<file path="config.mk">
export PLATFORM = sky130hd
export DESIGN_NAME = arfc_top
export DESIGN_NICKNAME = d
export VERILOG_FILES = /design/src/core/arfc_pkg.sv /design/src/core/arfc_top.sv
export SDC_FILE = /design/constraint.sdc
export NUM_CORES = 1
export LEC_CHECK = 0
export BUFFER_PORTS_ARGS = -buffer_cell sky130_fd_sc_hd__buf_2
export CORE_ASPECT_RATIO = 0.75
export CORE_MARGIN = 2
export CORE_UTILIZATION = 59
export CTS_CLUSTER_SIZE = 30
export DETAILED_ROUTE_END_ITERATION = 7
export PLACE_DENSITY = 0.79
export SLEW_MARGIN = 25
export SYNTH_ARGS = -nofsm -noshare
export SYNTH_HDL_FRONTEND = slang
export SYNTH_SLANG_ARGS = --single-unit
</file>
<file path="constraint.sdc">
create_clock -name clk_i -period 3.6 [get_ports clk_i]
set_input_delay 0.18 -clock clk_i [delete_from_list [all_inputs] [get_ports clk_i]]
set_output_delay 0.18 -clock clk_i [all_outputs]
set_load 0.05 [all_outputs]
</file>
<file path="src/core/arfc_pkg.sv">
package arfc_pkg;
    // Register byte offsets
    localparam logic [7:0] OFS_CTRL     = 8'h00;
    localparam logic [7:0] OFS_BBTIME   = 8'h04;
    localparam logic [7:0] OFS_WINDOW   = 8'h08;
    localparam logic [7:0] OFS_INTERVAL = 8'h0c;
    localparam logic [7:0] OFS_CMD      = 8'h10;
    localparam logic [7:0] OFS_STATUS   = 8'h14;
    // Control field positions
    localparam int LIM_LSB  = 0;
    localparam int LIM_MSB  = 3;
    localparam int FOS_BIT  = 4;
    localparam int MODE_BIT = 5;
    localparam int RT_LSB   = 6;
    localparam int RT_MSB   = 7;
    localparam int SS_LSB   = 8;
    localparam int SS_MSB   = 9;
    localparam int TF_LSB   = 16;
    localparam int TF_MSB   = 23;
    localparam int CMD_CLR  = 0;
    // Reset values and limits
    localparam logic [3:0]  LIMIT_MAX    = 4'ha;
    localparam logic [3:0]  LIMIT_RST    = 4'h0;
    localparam logic        FOS_RST      = 1'b0;
    localparam logic        MODE_RST     = 1'b1;
    localparam logic [1:0]  RT_RST       = 2'h0;
    localparam logic [1:0]  SS_RST       = 2'h0;
    localparam logic [7:0]  TF_RST       = 8'h00;
    localparam logic [7:0]  TF_RESTART   = 8'h1e;
    localparam logic [7:0]  TF_FAULT     = 8'h0e;
    localparam logic [15:0] BBTIME_RST   = 16'h0005;
    localparam logic [15:0] WINDOW_RST   = 16'h4650;
    localparam logic [15:0] WINDOW_MAX   = 16'hea60;
    localparam logic [15:0] INTERVAL_RST = 16'h0064;
    localparam logic [15:0] INTERVAL_MIN = 16'h0005;
    localparam logic [15:0] INTERVAL_MAX = 16'h1770;
    // Trip inputs, undervoltage position
    localparam int NTRIP  = 14;
    localparam int UV_IDX = 12;
    // Timebase: one tick is 10 ms
    localparam int    CLK_HZ      = 40_000_000;
    localparam int    TICK_MS     = 10;
    localparam int    TICK_CYC    = CLK_HZ / 1000 * TICK_MS;
    localparam int    TENTH_TICKS = 100 / TICK_MS;
    localparam int    CLEAR_MIN   = 10;
    localparam int    CLEAR_TICKS = CLEAR_MIN * 60 * 1000 / TICK_MS;
    typedef enum logic [2:0] {
        ST_RUN, ST_BLOCK, ST_CHECK, ST_RESTART, ST_WAIT, ST_LOCK
    } arfc_state_t;
endpackage : arfc_pkg

</file>
<file path="src/core/arfc_top.sv">
// What this block does
// - Restart limit register holds 0 to 10, reset value 0.
// - Reaching the limit stops the drive; fault stays latched until manual reset.
// - Ten minutes of fault-free running clears the restart count.
// - Manual fault clear after a trip clears the restart count.
// - Power cycle (reset) clears the restart count.
// - Block output for baseblock time, then restart only if fault gone.
// - Every restart forces a speed search from commanded speed.
// - In count-attempts mode each attempt that tried to rotate the motor counts, even failed.
// - No count when restart skipped because the fault persists.
// - Count-successful mode trips if no restart within retry window.
// - Count-successful mode waits after a failed attempt until the retry window ends, then trips.
// - Select bit decides whether fault output shows during restart.
// - Count-attempts mode spaces attempts by the programmed interval.
// - Mode 0 makes one attempt per trip, counting successful restarts up to limit.
// - Mode 1 counts attempts and stops once they reach the limit.
// - Only the listed trip kinds are eligible for automatic restart.
// - Undervoltage trip restarts only with power-loss ride-through enabled.
// - Terminal function 1E shows that automatic restart is possible.
`timescale 1ns/100ps
`default_nettype none
module arfc_top #(
    parameter int TICK_CYCLES = arfc_pkg::TICK_CYC
) (
    input  wire logic                       clk_i,
    input  wire logic                       rst_b_i,
    input  wire logic [7:0]                 paddr_i,
    input  wire logic                       psel_i,
    input  wire logic                       penable_i,
    input  wire logic                       pwrite_i,
    input  wire logic [31:0]                pwdata_i,
    output logic      [31:0]                prdata_o,
    output logic                            pready_o,
    output logic                            pslverr_o,
    input  wire logic [arfc_pkg::NTRIP-1:0] trip_i,
    input  wire logic                       other_trip_i,
    input  wire logic                       attempt_done_i,
    input  wire logic                       attempt_ok_i,
    input  wire logic                       fault_reset_pin_i,
    output logic                            output_block_o,
    output logic                            restart_cmd_o,
    output logic                            speed_search_o,
    output logic                            fault_relay_contact_o,
    output logic                            terminal_out_o,
    output logic                            drive_stop_o
);
    import arfc_pkg::*;

    // Configuration registers
    logic [3:0]  restart_limit;
    logic        restart_fault_output_sel;
    logic        restart_count_mode;
    logic [1:0]  power_loss_ridethru_sel;
    logic [1:0]  speed_search_sel;
    logic [7:0]  output_terminal_function_sel;
    logic [15:0] baseblock_time;
    logic [15:0] restart_retry_window;
    logic [15:0] restart_interval;

    // Sequencer state
    arfc_state_t state;
    arfc_state_t next_state;
    logic [3:0]  restart_count;
    logic [3:0]  next_restart_count;
    logic [31:0] pre_cnt;
    logic        tick;
    logic [19:0] wait_tmr;
    logic [19:0] next_wait_tmr;
    logic [15:0] win_tmr;
    logic [15:0] next_win_tmr;
    logic [15:0] clr_tmr;
    logic [2:0]  rst_pin_sync;
    logic        rst_pin_seen;

    // Tenths of a second to ticks, used for the baseblock time and the restart interval
    function automatic logic [19:0] tenths(input logic [15:0] v);
        tenths = 20'(v) * 20'(TENTH_TICKS);
    endfunction : tenths

    // Clamp a value into a range, shared by register writes
    function automatic logic [15:0] clamp(input logic [15:0] v,
                                          input logic [15:0] lo,
                                          input logic [15:0] hi);
        clamp = (v < lo) ? lo : ((v > hi) ? hi : v);
    endfunction : clamp

    // APB decode
    wire setup_ph  = psel_i & ~penable_i;
    wire access_ph = psel_i & penable_i & pready_o;
    wire wr_en     = access_ph & pwrite_i;
    wire hit_ctrl  = paddr_i == OFS_CTRL;
    wire hit_bb    = paddr_i == OFS_BBTIME;
    wire hit_win   = paddr_i == OFS_WINDOW;
    wire hit_int   = paddr_i == OFS_INTERVAL;
    wire hit_cmd   = paddr_i == OFS_CMD;
    wire hit_stat  = paddr_i == OFS_STATUS;
    wire mapped    = hit_ctrl | hit_bb | hit_win | hit_int | hit_cmd | hit_stat;
    wire sw_clear  = wr_en & hit_cmd & pwdata_i[CMD_CLR];
    wire [3:0] lim_wr = pwdata_i[LIM_MSB:LIM_LSB];

    // Read mux; command register reads as zero
    wire [31:0] ctrl_rd = {8'h00, output_terminal_function_sel, 6'h00,
                           speed_search_sel, power_loss_ridethru_sel,
                           restart_count_mode, restart_fault_output_sel,
                           restart_limit};
    wire [31:0] stat_rd = {21'h000000, drive_stop_o, 3'(state),
                           restart_count, 3'h0};
    wire [31:0] rd_mux  = hit_ctrl ? ctrl_rd :
                          hit_bb   ? {16'h0000, baseblock_time} :
                          hit_win  ? {16'h0000, restart_retry_window} :
                          hit_int  ? {16'h0000, restart_interval} :
                          hit_stat ? stat_rd : 32'h00000000;

    // No wait states: data is registered in setup, ready in access
    always_ff @(posedge clk_i or negedge rst_b_i) begin
        if (!rst_b_i) begin
            pready_o  <= 1'b0;
            prdata_o  <= 32'h00000000;
            pslverr_o <= 1'b0;
        end else begin
            pready_o  <= setup_ph;
            pslverr_o <= setup_ph & ~mapped;
            if (setup_ph) begin
                prdata_o <= pwrite_i ? 32'h00000000 : rd_mux;
            end
        end
    end

    // Register writes; out-of-range settings are clamped
    always_ff @(posedge clk_i or negedge rst_b_i) begin
        if (!rst_b_i) begin
            restart_limit                <= LIMIT_RST;
            restart_fault_output_sel     <= FOS_RST;
            restart_count_mode           <= MODE_RST;
            power_loss_ridethru_sel      <= RT_RST;
            speed_search_sel             <= SS_RST;
            output_terminal_function_sel <= TF_RST;
            baseblock_time               <= BBTIME_RST;
            restart_retry_window         <= WINDOW_RST;
            restart_interval             <= INTERVAL_RST;
        end else if (wr_en) begin
            if (hit_ctrl) begin
                restart_limit <= (lim_wr > LIMIT_MAX) ? LIMIT_MAX : lim_wr;
                restart_fault_output_sel     <= pwdata_i[FOS_BIT];
                restart_count_mode           <= pwdata_i[MODE_BIT];
                power_loss_ridethru_sel      <= pwdata_i[RT_MSB:RT_LSB];
                speed_search_sel             <= pwdata_i[SS_MSB:SS_LSB];
                output_terminal_function_sel <= pwdata_i[TF_MSB:TF_LSB];
            end
            if (hit_bb) begin
                baseblock_time <= pwdata_i[15:0];
            end
            if (hit_win) begin
                restart_retry_window <= clamp(pwdata_i[15:0], 16'h0000, WINDOW_MAX);
            end
            if (hit_int) begin
                restart_interval <= clamp(pwdata_i[15:0], INTERVAL_MIN, INTERVAL_MAX);
            end
        end
    end

    // Reset pin from the terminal strip: three stages, act when 2nd and 3rd agree
    always_ff @(posedge clk_i or negedge rst_b_i) begin
        if (!rst_b_i) begin
            rst_pin_sync <= 3'h0;
            rst_pin_seen <= 1'b0;
        end else begin
            rst_pin_sync <= {rst_pin_sync[1:0], fault_reset_pin_i};
            if (rst_pin_sync[2] == rst_pin_sync[1]) begin
                rst_pin_seen <= rst_pin_sync[1];
            end
        end
    end
    wire pin_clear    = rst_pin_sync[2] & rst_pin_sync[1] & ~rst_pin_seen;
    wire manual_clear = sw_clear | pin_clear;

    // 10 ms timebase; a long count, so the top parameter can shorten it
    always_ff @(posedge clk_i or negedge rst_b_i) begin
        if (!rst_b_i) begin
            pre_cnt <= 32'h00000000;
            tick    <= 1'b0;
        end else begin
            tick    <= pre_cnt == 32'(TICK_CYCLES - 1);
            pre_cnt <= (pre_cnt == 32'(TICK_CYCLES - 1)) ? 32'h00000000 : pre_cnt + 32'h1;
        end
    end

    // Trip qualification
    wire uv_ok      = power_loss_ridethru_sel != 2'h0;
    wire [NTRIP-1:0] elig_mask = {{(NTRIP-1-UV_IDX){1'b1}}, uv_ok, {UV_IDX{1'b1}}};
    wire elig_trip  = |(trip_i & elig_mask);
    wire any_trip   = (|trip_i) | other_trip_i;
    wire bad_trip   = other_trip_i | (|(trip_i & ~elig_mask));
    wire at_limit   = restart_count >= restart_limit;
    wire wait_done  = wait_tmr == 20'h00000;
    wire win_done   = win_tmr == 16'h0000;
    // Gap after a failed or skipped attempt depends on counting mode
    wire [19:0] gap = restart_count_mode ? tenths(restart_interval)
                                         : 20'(restart_retry_window);

    // Sequencer next state
    always_comb begin
        next_state         = state;
        next_restart_count = restart_count;
        next_wait_tmr      = (tick && !wait_done) ? wait_tmr - 20'h1 : wait_tmr;
        next_win_tmr       = (tick && !win_done) ? win_tmr - 16'h1 : win_tmr;
        unique case (state)
            ST_RUN: begin
                if (any_trip) begin
                    if (bad_trip || !elig_trip || at_limit) begin
                        next_state = ST_LOCK;
                    end else begin
                        next_state    = ST_BLOCK;
                        next_wait_tmr = tenths(baseblock_time);
                        next_win_tmr  = restart_retry_window;
                    end
                end
            end
            ST_BLOCK: begin
                if (wait_done) begin
                    next_state = ST_CHECK;
                end
            end
            ST_CHECK: begin
                if (bad_trip) begin
                    next_state = ST_LOCK;
                end else if (elig_trip) begin
                    // Fault persists: no attempt, so no count
                    if (!restart_count_mode && win_done) begin
                        next_state = ST_LOCK;
                    end else if (restart_count_mode) begin
                        next_state    = ST_WAIT;
                        next_wait_tmr = gap;
                    end
                end else if (at_limit) begin
                    next_state = ST_LOCK;
                end else begin
                    next_state = ST_RESTART;
                    if (restart_count_mode) begin
                        next_restart_count = restart_count + 4'h1;
                    end
                end
            end
            ST_RESTART: begin
                if (attempt_done_i) begin
                    if (attempt_ok_i) begin
                        next_state = ST_RUN;
                        if (!restart_count_mode) begin
                            next_restart_count = restart_count + 4'h1;
                        end
                    end else begin
                        next_state    = ST_WAIT;
                        next_wait_tmr = gap;
                    end
                end
            end
            ST_WAIT: begin
                if (!restart_count_mode && win_done) begin
                    next_state = ST_LOCK;
                end else if (wait_done) begin
                    next_state    = ST_BLOCK;
                    next_wait_tmr = tenths(baseblock_time);
                end
            end
            ST_LOCK: begin
                if (manual_clear) begin
                    next_state = ST_RUN;
                end
            end
        endcase
        // Manual clear after a trip always empties the count
        if (manual_clear && state != ST_RUN) begin
            next_restart_count = 4'h0;
        end
    end

    // Quiet-run timer: the clear of a count is lost if any trip appears
    wire clr_full = clr_tmr == 16'(CLEAR_TICKS);
    always_ff @(posedge clk_i or negedge rst_b_i) begin
        if (!rst_b_i) begin
            clr_tmr <= 16'h0000;
        end else if (state != ST_RUN || any_trip || restart_count == 4'h0) begin
            clr_tmr <= 16'h0000;
        end else if (tick && !clr_full) begin
            clr_tmr <= clr_tmr + 16'h1;
        end
    end

    // Sequencer registers
    always_ff @(posedge clk_i or negedge rst_b_i) begin
        if (!rst_b_i) begin
            state         <= ST_RUN;
            restart_count <= 4'h0;
            wait_tmr      <= 20'h00000;
            win_tmr       <= 16'h0000;
        end else begin
            state         <= next_state;
            wait_tmr      <= next_wait_tmr;
            win_tmr       <= next_win_tmr;
            restart_count <= (clr_full && state == ST_RUN) ? 4'h0
                                                            : next_restart_count;
        end
    end

    // Output decode; all pins registered below
    wire in_restart  = next_state == ST_RESTART;
    wire in_seq      = next_state != ST_RUN && next_state != ST_LOCK;
    wire locked      = next_state == ST_LOCK;
    wire fault_shown = locked | (in_seq & restart_fault_output_sel);
    wire can_restart = in_seq & ~at_limit;
    wire term_val    = (output_terminal_function_sel == TF_RESTART) ? can_restart :
                       (output_terminal_function_sel == TF_FAULT) ? fault_shown : 1'b0;

    // Speed search is forced whatever the search selection holds
    always_ff @(posedge clk_i or negedge rst_b_i) begin
        if (!rst_b_i) begin
            output_block_o        <= 1'b0;
            restart_cmd_o         <= 1'b0;
            speed_search_o        <= 1'b0;
            fault_relay_contact_o <= 1'b0;
            terminal_out_o        <= 1'b0;
            drive_stop_o          <= 1'b0;
        end else begin
            output_block_o        <= next_state != ST_RUN && !in_restart;
            restart_cmd_o         <= in_restart;
            speed_search_o        <= in_restart;
            fault_relay_contact_o <= fault_shown;
            terminal_out_o        <= term_val;
            drive_stop_o          <= locked;
        end
    end
endmodule : arfc_top
`default_nettype wire

</file>
[After elaboration in Yosys (flattened, before gate mapping)]
Cells that the tools add are included.
Word-level totals
  bits in registers: 201
  output and inout port bits: 40
  bits of input ports: 63
  word-level logic and storage cells: 184
Operators by class
  reductions and logical operators: 36
  muxes and demuxes: 57
  multipliers: 2
  bitwise operators: 27
  $add $sub $neg: 5
  equal/unequal tests: 25
  $lt $le $gt $ge: 6
Operators with widths (number)
  $mux 20: 12
  $mux 16: 13
  $pmux 20 s4: 1
  $mux 24: 2
  $reduce_or 14->1: 3
  $mux 4: 10
  $mux 3: 13
  $mul 16x3->19 const B: 2
  $add 32x1->32 const B: 1
  $eq 32x19->1 const B: 1
  $mux 32: 1
  $and 14x14->14: 2
  $ne 4x4->1 const B: 7
  $eq 8x4->1 const B: 3
  $eq 8x5->1 const B: 3
  $logic_not 20->1: 1
  $sub 20x1->20 const B: 1
  $pmux 3 s6: 1
  $add 16x1->16 const B: 1
  $eq 16x16->1 const B: 1
  $gt 16x13->1 const B: 1
  $gt 16x16->1 const B: 1
  $logic_not 16->1: 1
  $lt 16x1->1 const B: 1
  29 further kinds: 75

[Longest topological paths before layout]
  depth after elaboration: 16
  gate-level depth with buffers: 12
  gate-level depth less buffers: 12

[Worst setup path before layout]
OpenSTA, ideal clock, no wires.
  kind: register -> register
  start point: reg baseblock_time[0]
  end point: reg wait_tmr[18]
  arrival: 2715 ps
  path slack: 761 ps
  path buffers: 0
  setup time: 124 ps
  cell stages (with the launch flop): 13
  data required time: 3476 ps
  cells stage by stage: dfstp_2 ha_1 ha_1 inv_1 fa_1 nor2b_1 o2111ai_1 and3_1 o41ai_1 nand2_1 a21oi_1 mux2i_1 a211o_1
Between the ends
  word-level cells in the longest chain between the ends: 4
  elaborated cells on any way between the ends: 6
Ends and longest elaborated chain
  start: declaration: RTL line arfc_top.sv:56  | logic [15:0] baseblock_time;
  start signal: assignment: RTL line arfc_top.sv:151  | baseblock_time <= pwdata_i[15:0];
  $mul 16x3->19 (*): RTL line arfc_top.sv:77  | tenths = 20'(v) * 20'(TENTH_TICKS);
  $mux 20 (on tied branches): RTL line arfc_top.sv:260, arfc_top.sv:210
  $mux 20 (on tied branches): RTL line arfc_top.sv:258, arfc_top.sv:209
  $pmux 20 s4 (*): RTL line arfc_top.sv:207  | unique case (state)
  net next_wait_tmr[18]: RTL line arfc_top.sv:68  | logic [19:0] next_wait_tmr;
  end signal: assignment: RTL line arfc_top.sv:298  | wait_tmr <= next_wait_tmr;
  end: declaration: RTL line arfc_top.sv:67  | logic [19:0] wait_tmr;
The timed path passes the listed nets; every way through them passes the cells marked *.
A chain may end at the register's enable or synchronous reset.

[Worst setup path in the final report]
  start point: reg baseblock_time[2]
  end point: reg wait_tmr[18]
Same word-level chain as after synthesis.

==> summary by stage <==
Yosys
Synthesis instantiated 87 different standard cells from the library. The synthesized design contains 193 register bits. The post-synthesis compound-gate area fraction is 0.145.

Counting flops with an async set or reset pin after synthesis yields a share of 1.00. The yosys synthesis warning count is 0. The area of the mapped netlist is 0.0116 sq mm. The sequential-to-total area share from yosys stat is 0.416. The main flop type after synthesis is sky130_fd_sc_hd__dfrtp_1.

The post-synthesis mux area share is 0.0455. The main combinational cell family by area after synthesis is simple AND/OR/NAND/NOR gates. Of the total synthesized cell area, the portion taken by AND, OR, NAND and NOR gates is 0.205. The cell count after synthesis is about 1200. The synthesized-area fraction occupied by xor and xnor cells is 0.0767. The number of synthesized flops with an enable pin is 0. The per-instance average area after synthesis is between 9 and 10 sq um. The adder-cell share of the synthesized area is 0.0786.

Global routing
The first-pass GRT wire length is 50500 um. The pin count of the biggest net entering global routing is 90. The via count of the first global-routing pass was ~9600. After global routing the overflow that remains totals 0. The initial antenna violation count is 0. For this run, the total global-route usage over all layers was measured as 0.304.

Floorplanning
The floorplan step set the die width to 166 um. The core region is 0.0194 sq mm. The standard-cell row count is 44. The die outline area is 0.0209 sq mm. The effective utilization at floorplan is 0.601.

The top-level port count is 103. The floorplan step set the die height to 126 um.

Clock tree
Gates resized during post-CTS repair numbered 0. Counting the buffers created by CTS gives 17. Counting along the longest clock path gives a buffer depth of 2.

The worst-skew pair later-pin latency is 0.45 ns. The post-CTS setup-driven buffer insertion count is 0. Clock-pin slew was measured on the worst setup and hold paths at ~0.09 ns. The clock net in this run drives a total of around 190 sinks. TritonCTS built the clock tree. The clock tree root driver cell is sky130_fd_sc_hd__clkbuf_16. The hold buffer count at CTS is 11. The H-tree was split into 4 levels.

Hold path
Along the worst hold path, the cell count comes to 3. In this run the most critical hold path is launched from pwdata_i[9]. The min-delay analysis places its worst path in the category primary input to flop.

For hold timing, the worst endpoint is restart_retry_window[9].

Critical path
The worst reg2reg path startpoint is baseblock_time[2]. The type of origin of the critical path is a flop. Along the worst path, the maximum fanout reaches 4. At the worst endpoint, the required time is 3.92 ns.

The critical path goes through ha_1 > ha_1 > inv_1 > fa_1 > nor2b_1 > o2111ai_1 > and3_1 > o41ai_1 > nand2_1 > a21oi_1 > mux2i_1 > a211o_1. The critical path in this run is classified as flop to flop. On the worst path, the slowest cell contributes a delay of ~0.59 ns. The cell with the most instances on the worst path is sky130_fd_sc_hd__ha_1. The category of the worst setup path capture point is a flop. The data arrival at the endpoint of the critical path is 3.68 ns.

In this run the critical register-to-register path is captured at wait_tmr[18]. The standard cell with the maximum stage delay on the critical path is sky130_fd_sc_hd__dfstp_2. The logic depth of the worst register-to-register path is 12. The register-to-register setup slack is 0.25 ns.

Final layout
The post-layout instance count excluding filler cells is 1579. In the final layout, the share of cells above drive strength 1 is 0.163. The layout net count is between 1000 and 1500. The repair_antennas step left the layout with diodes totalling 0. The area added between synthesis and finish is 12.4%. The number of inserted filler cells in the final layout is about 1500.

Placement
Prior to clock tree synthesis, the placed netlist has a worst setup slack of between 0.3 and 0.4 ns. The final HPWL from detailed placement is ~23000 um. The congestion estimate from routability-driven global placement came to 0.921. During placement, the flow inserted port buffers numbering 86. The instance count after placement with tap cells included is 1536.

STA
Clock skew on the completed layout was measured at 0.0154 ns. The final worst slack is approximately 0.25 ns. The worst path in the final design needs a cycle of 3.35 ns, including I/O delays and setup. The number of pins with negative max-slew slack in the final report is 0. The sum of negative setup slack is 0 ns.

Headroom to the max-slew limit came out at 0.410. Setup repair after global routing left no endpoint under its margin. The final hold violation count was 0. The final period utilization is 0.932. The maximum frequency from static timing analysis is 298 MHz.

The total setup violations reported at the end of the flow is 0. For the pin with the worst max-slew slack, the measured transition is slightly below 0.9 ns.

Routing
The count of nets left with antenna violations once routing finished came out at 0. Summed over all layers, the routed wires come to 31100 um. For this run, the detailed router's first-pass iteration total came to 6. Dividing the detail-routed wire length by the instance count gives 19.7 um. For this block, the initial DRC count from the detailed router was ~1000.

For this run, design rule violations remaining after detail routing come to 0. The routed layout has 9923 vias. The detail-routed via count per cell is 6.28.

Run
The max-cap check violation count is 0.

Power and ir drop
The leakage power is 6.16 nW. Power spread over the standard cell area amounts to 494 mW/mm^2. The peak supply drop is around 0.00036 V.

Status
The flow ran to the end, and the final reports show no timing, DRC or antenna violations.
[power breakdown]
part	internal [mW]	switching, mW	total, mW
registers	2.38	0.282	2.66
clock network	0.972	1.02	1.99
logic	0.698	1.12	1.81
[routing by layer]
metal	up-vias	track usage	part of all wire
met5	-	0	0
met4	0	0.0908	0.021
met3	58	0.0660	0.094
met2	494	0.459	0.43
met1	4799	0.443	0.45
li1	4572	-	-
[worst max path at each step]
stage	start	slack, ns	depth (start not counted)	endpoint
finish	baseblock_time[2]	0.25	12	wait_tmr[18]
global route	baseblock_time[2]	0.06	12	wait_tmr[18]
CTS	baseblock_time[0]	0.34	12	wait_tmr[18]
detailed placement	baseblock_time[0]	0.37	12	wait_tmr[18]
global placement	baseblock_time[0]	0.50	12	wait_tmr[18]
floorplan	baseblock_time[0]	0.76	12	wait_tmr[18]
[metrics by stage]
stage          instance area, sq um  power [mW]  hold slack (ns)  utilization
2_1_floorplan                 11700        3.97           -0.116            -
3_3_place_gp                  12400        4.38            0.227        0.637
3_5_place_dp                  12400        4.45            0.225        0.637
4_1_cts                       13100        6.46          0.00277        0.676
5_1_grt                       13100        6.76           0.0327        0.676
6_report                      13100        6.47           0.0219        0.676
[critical path: cells and delay by family (launching register included)]
kind | cells | cell delay (ns)
compound gates | 4 | 1.16
fa+ha+maj | 3 | 0.75
buf+inv | 1 | 0.07
flops | 1 | 0.59
mux | 1 | 0.10
simple gates | 3 | 0.55
[kinds of logic (layout without fill, tap and decap cells)]
kind of cell	count (synthesis)	after routing
AO/OA/AOI/OAI	244	244
XOR/XNOR	102	102
adder cells (fa/ha/maj)	72	72
buffers and inverters	86	186
flip-flops	193	193
multiplexers	46	46
other	1	8
AND/OR/NAND/NOR	475	475
[cells in the final DEF, fill, tap and decap left out, types with 8 or more instances in the layout]
cell / instances
sky130_fd_sc_hd__or3_1: 10
sky130_fd_sc_hd__conb_1: 8
sky130_fd_sc_hd__a22o_1: 15
sky130_fd_sc_hd__xor2_1: 44
sky130_fd_sc_hd__o21ai_0: 75
sky130_fd_sc_hd__nand2b_1: 15
sky130_fd_sc_hd__buf_4: 18
sky130_fd_sc_hd__o21ai_1: 11
sky130_fd_sc_hd__nand4_1: 12
sky130_fd_sc_hd__o211ai_1: 8
sky130_fd_sc_hd__a22oi_1: 13
sky130_fd_sc_hd__mux2_2: 36
sky130_fd_sc_hd__nor3_1: 34
sky130_fd_sc_hd__dlygate4sd3_1: 11
sky130_fd_sc_hd__and3_1: 18
sky130_fd_sc_hd__nand2_1: 116
sky130_fd_sc_hd__a222oi_1: 8
sky130_fd_sc_hd__nor4_1: 19
sky130_fd_sc_hd__a21oi_1: 39
sky130_fd_sc_hd__inv_1: 37
sky130_fd_sc_hd__nand3_1: 42
sky130_fd_sc_hd__and2_1: 13
sky130_fd_sc_hd__nor2b_1: 12
sky130_fd_sc_hd__ha_1: 70
sky130_fd_sc_hd__mux2i_1: 8
sky130_fd_sc_hd__buf_2: 85
sky130_fd_sc_hd__or4_1: 9
sky130_fd_sc_hd__xnor2_1: 58
sky130_fd_sc_hd__nor2_1: 135
sky130_fd_sc_hd__clkbuf_16: 17
sky130_fd_sc_hd__dfrtp_1: 182
sky130_fd_sc_hd__dfstp_2: 11
[area by class of cell]
class | count | area, sq um | area share
multi-input combinational | 947 | 6450 | 0.493
sequential | 193 | 4840 | 0.370
timing repair buffer | 116 | 704 | 0.0538
tap | 253 | 317 | 0.0242
clock buffer | 17 | 425 | 0.0325
clock inverter | 15 | 209 | 0.0160
inverter | 38 | 143 | 0.0109
[sequential cells by signal (all words and copies together) (netlist names), 4 cells and up]
signal                        flops
pre_cnt                          32
restart_interval                 16
win_tmr                          16
prdata_o                         24
output_terminal_function_sel      8
restart_limit                     4
baseblock_time                   16
clr_tmr                          16
wait_tmr                         20
restart_retry_window             16
restart_count                     4
[Yosys cell counts (13+ instances only)]
master / instances / area [sq um]
sky130_fd_sc_hd__nor4_1: 19 / 119
sky130_fd_sc_hd__nor2_1: 135 / 507
sky130_fd_sc_hd__o21ai_0: 75 / 375
sky130_fd_sc_hd__ha_1: 70 / 876
sky130_fd_sc_hd__nand2_1: 116 / 435
sky130_fd_sc_hd__inv_1: 37 / 139
sky130_fd_sc_hd__and2_1: 13 / 81.3
sky130_fd_sc_hd__a21oi_1: 39 / 195
sky130_fd_sc_hd__nand3_1: 42 / 210
sky130_fd_sc_hd__clkbuf_1: 26 / 97.6
sky130_fd_sc_hd__xor2_1: 44 / 385
sky130_fd_sc_hd__a22o_1: 15 / 131
sky130_fd_sc_hd__a22oi_1: 13 / 97.6
sky130_fd_sc_hd__nand2b_1: 15 / 93.8
sky130_fd_sc_hd__nor3_1: 35 / 175
sky130_fd_sc_hd__and3_1: 18 / 113
sky130_fd_sc_hd__dfrtp_1: 182 / 4550
sky130_fd_sc_hd__mux2_2: 36 / 405
sky130_fd_sc_hd__xnor2_1: 58 / 508
No activity file was read; power rests on OpenSTA's default activity.
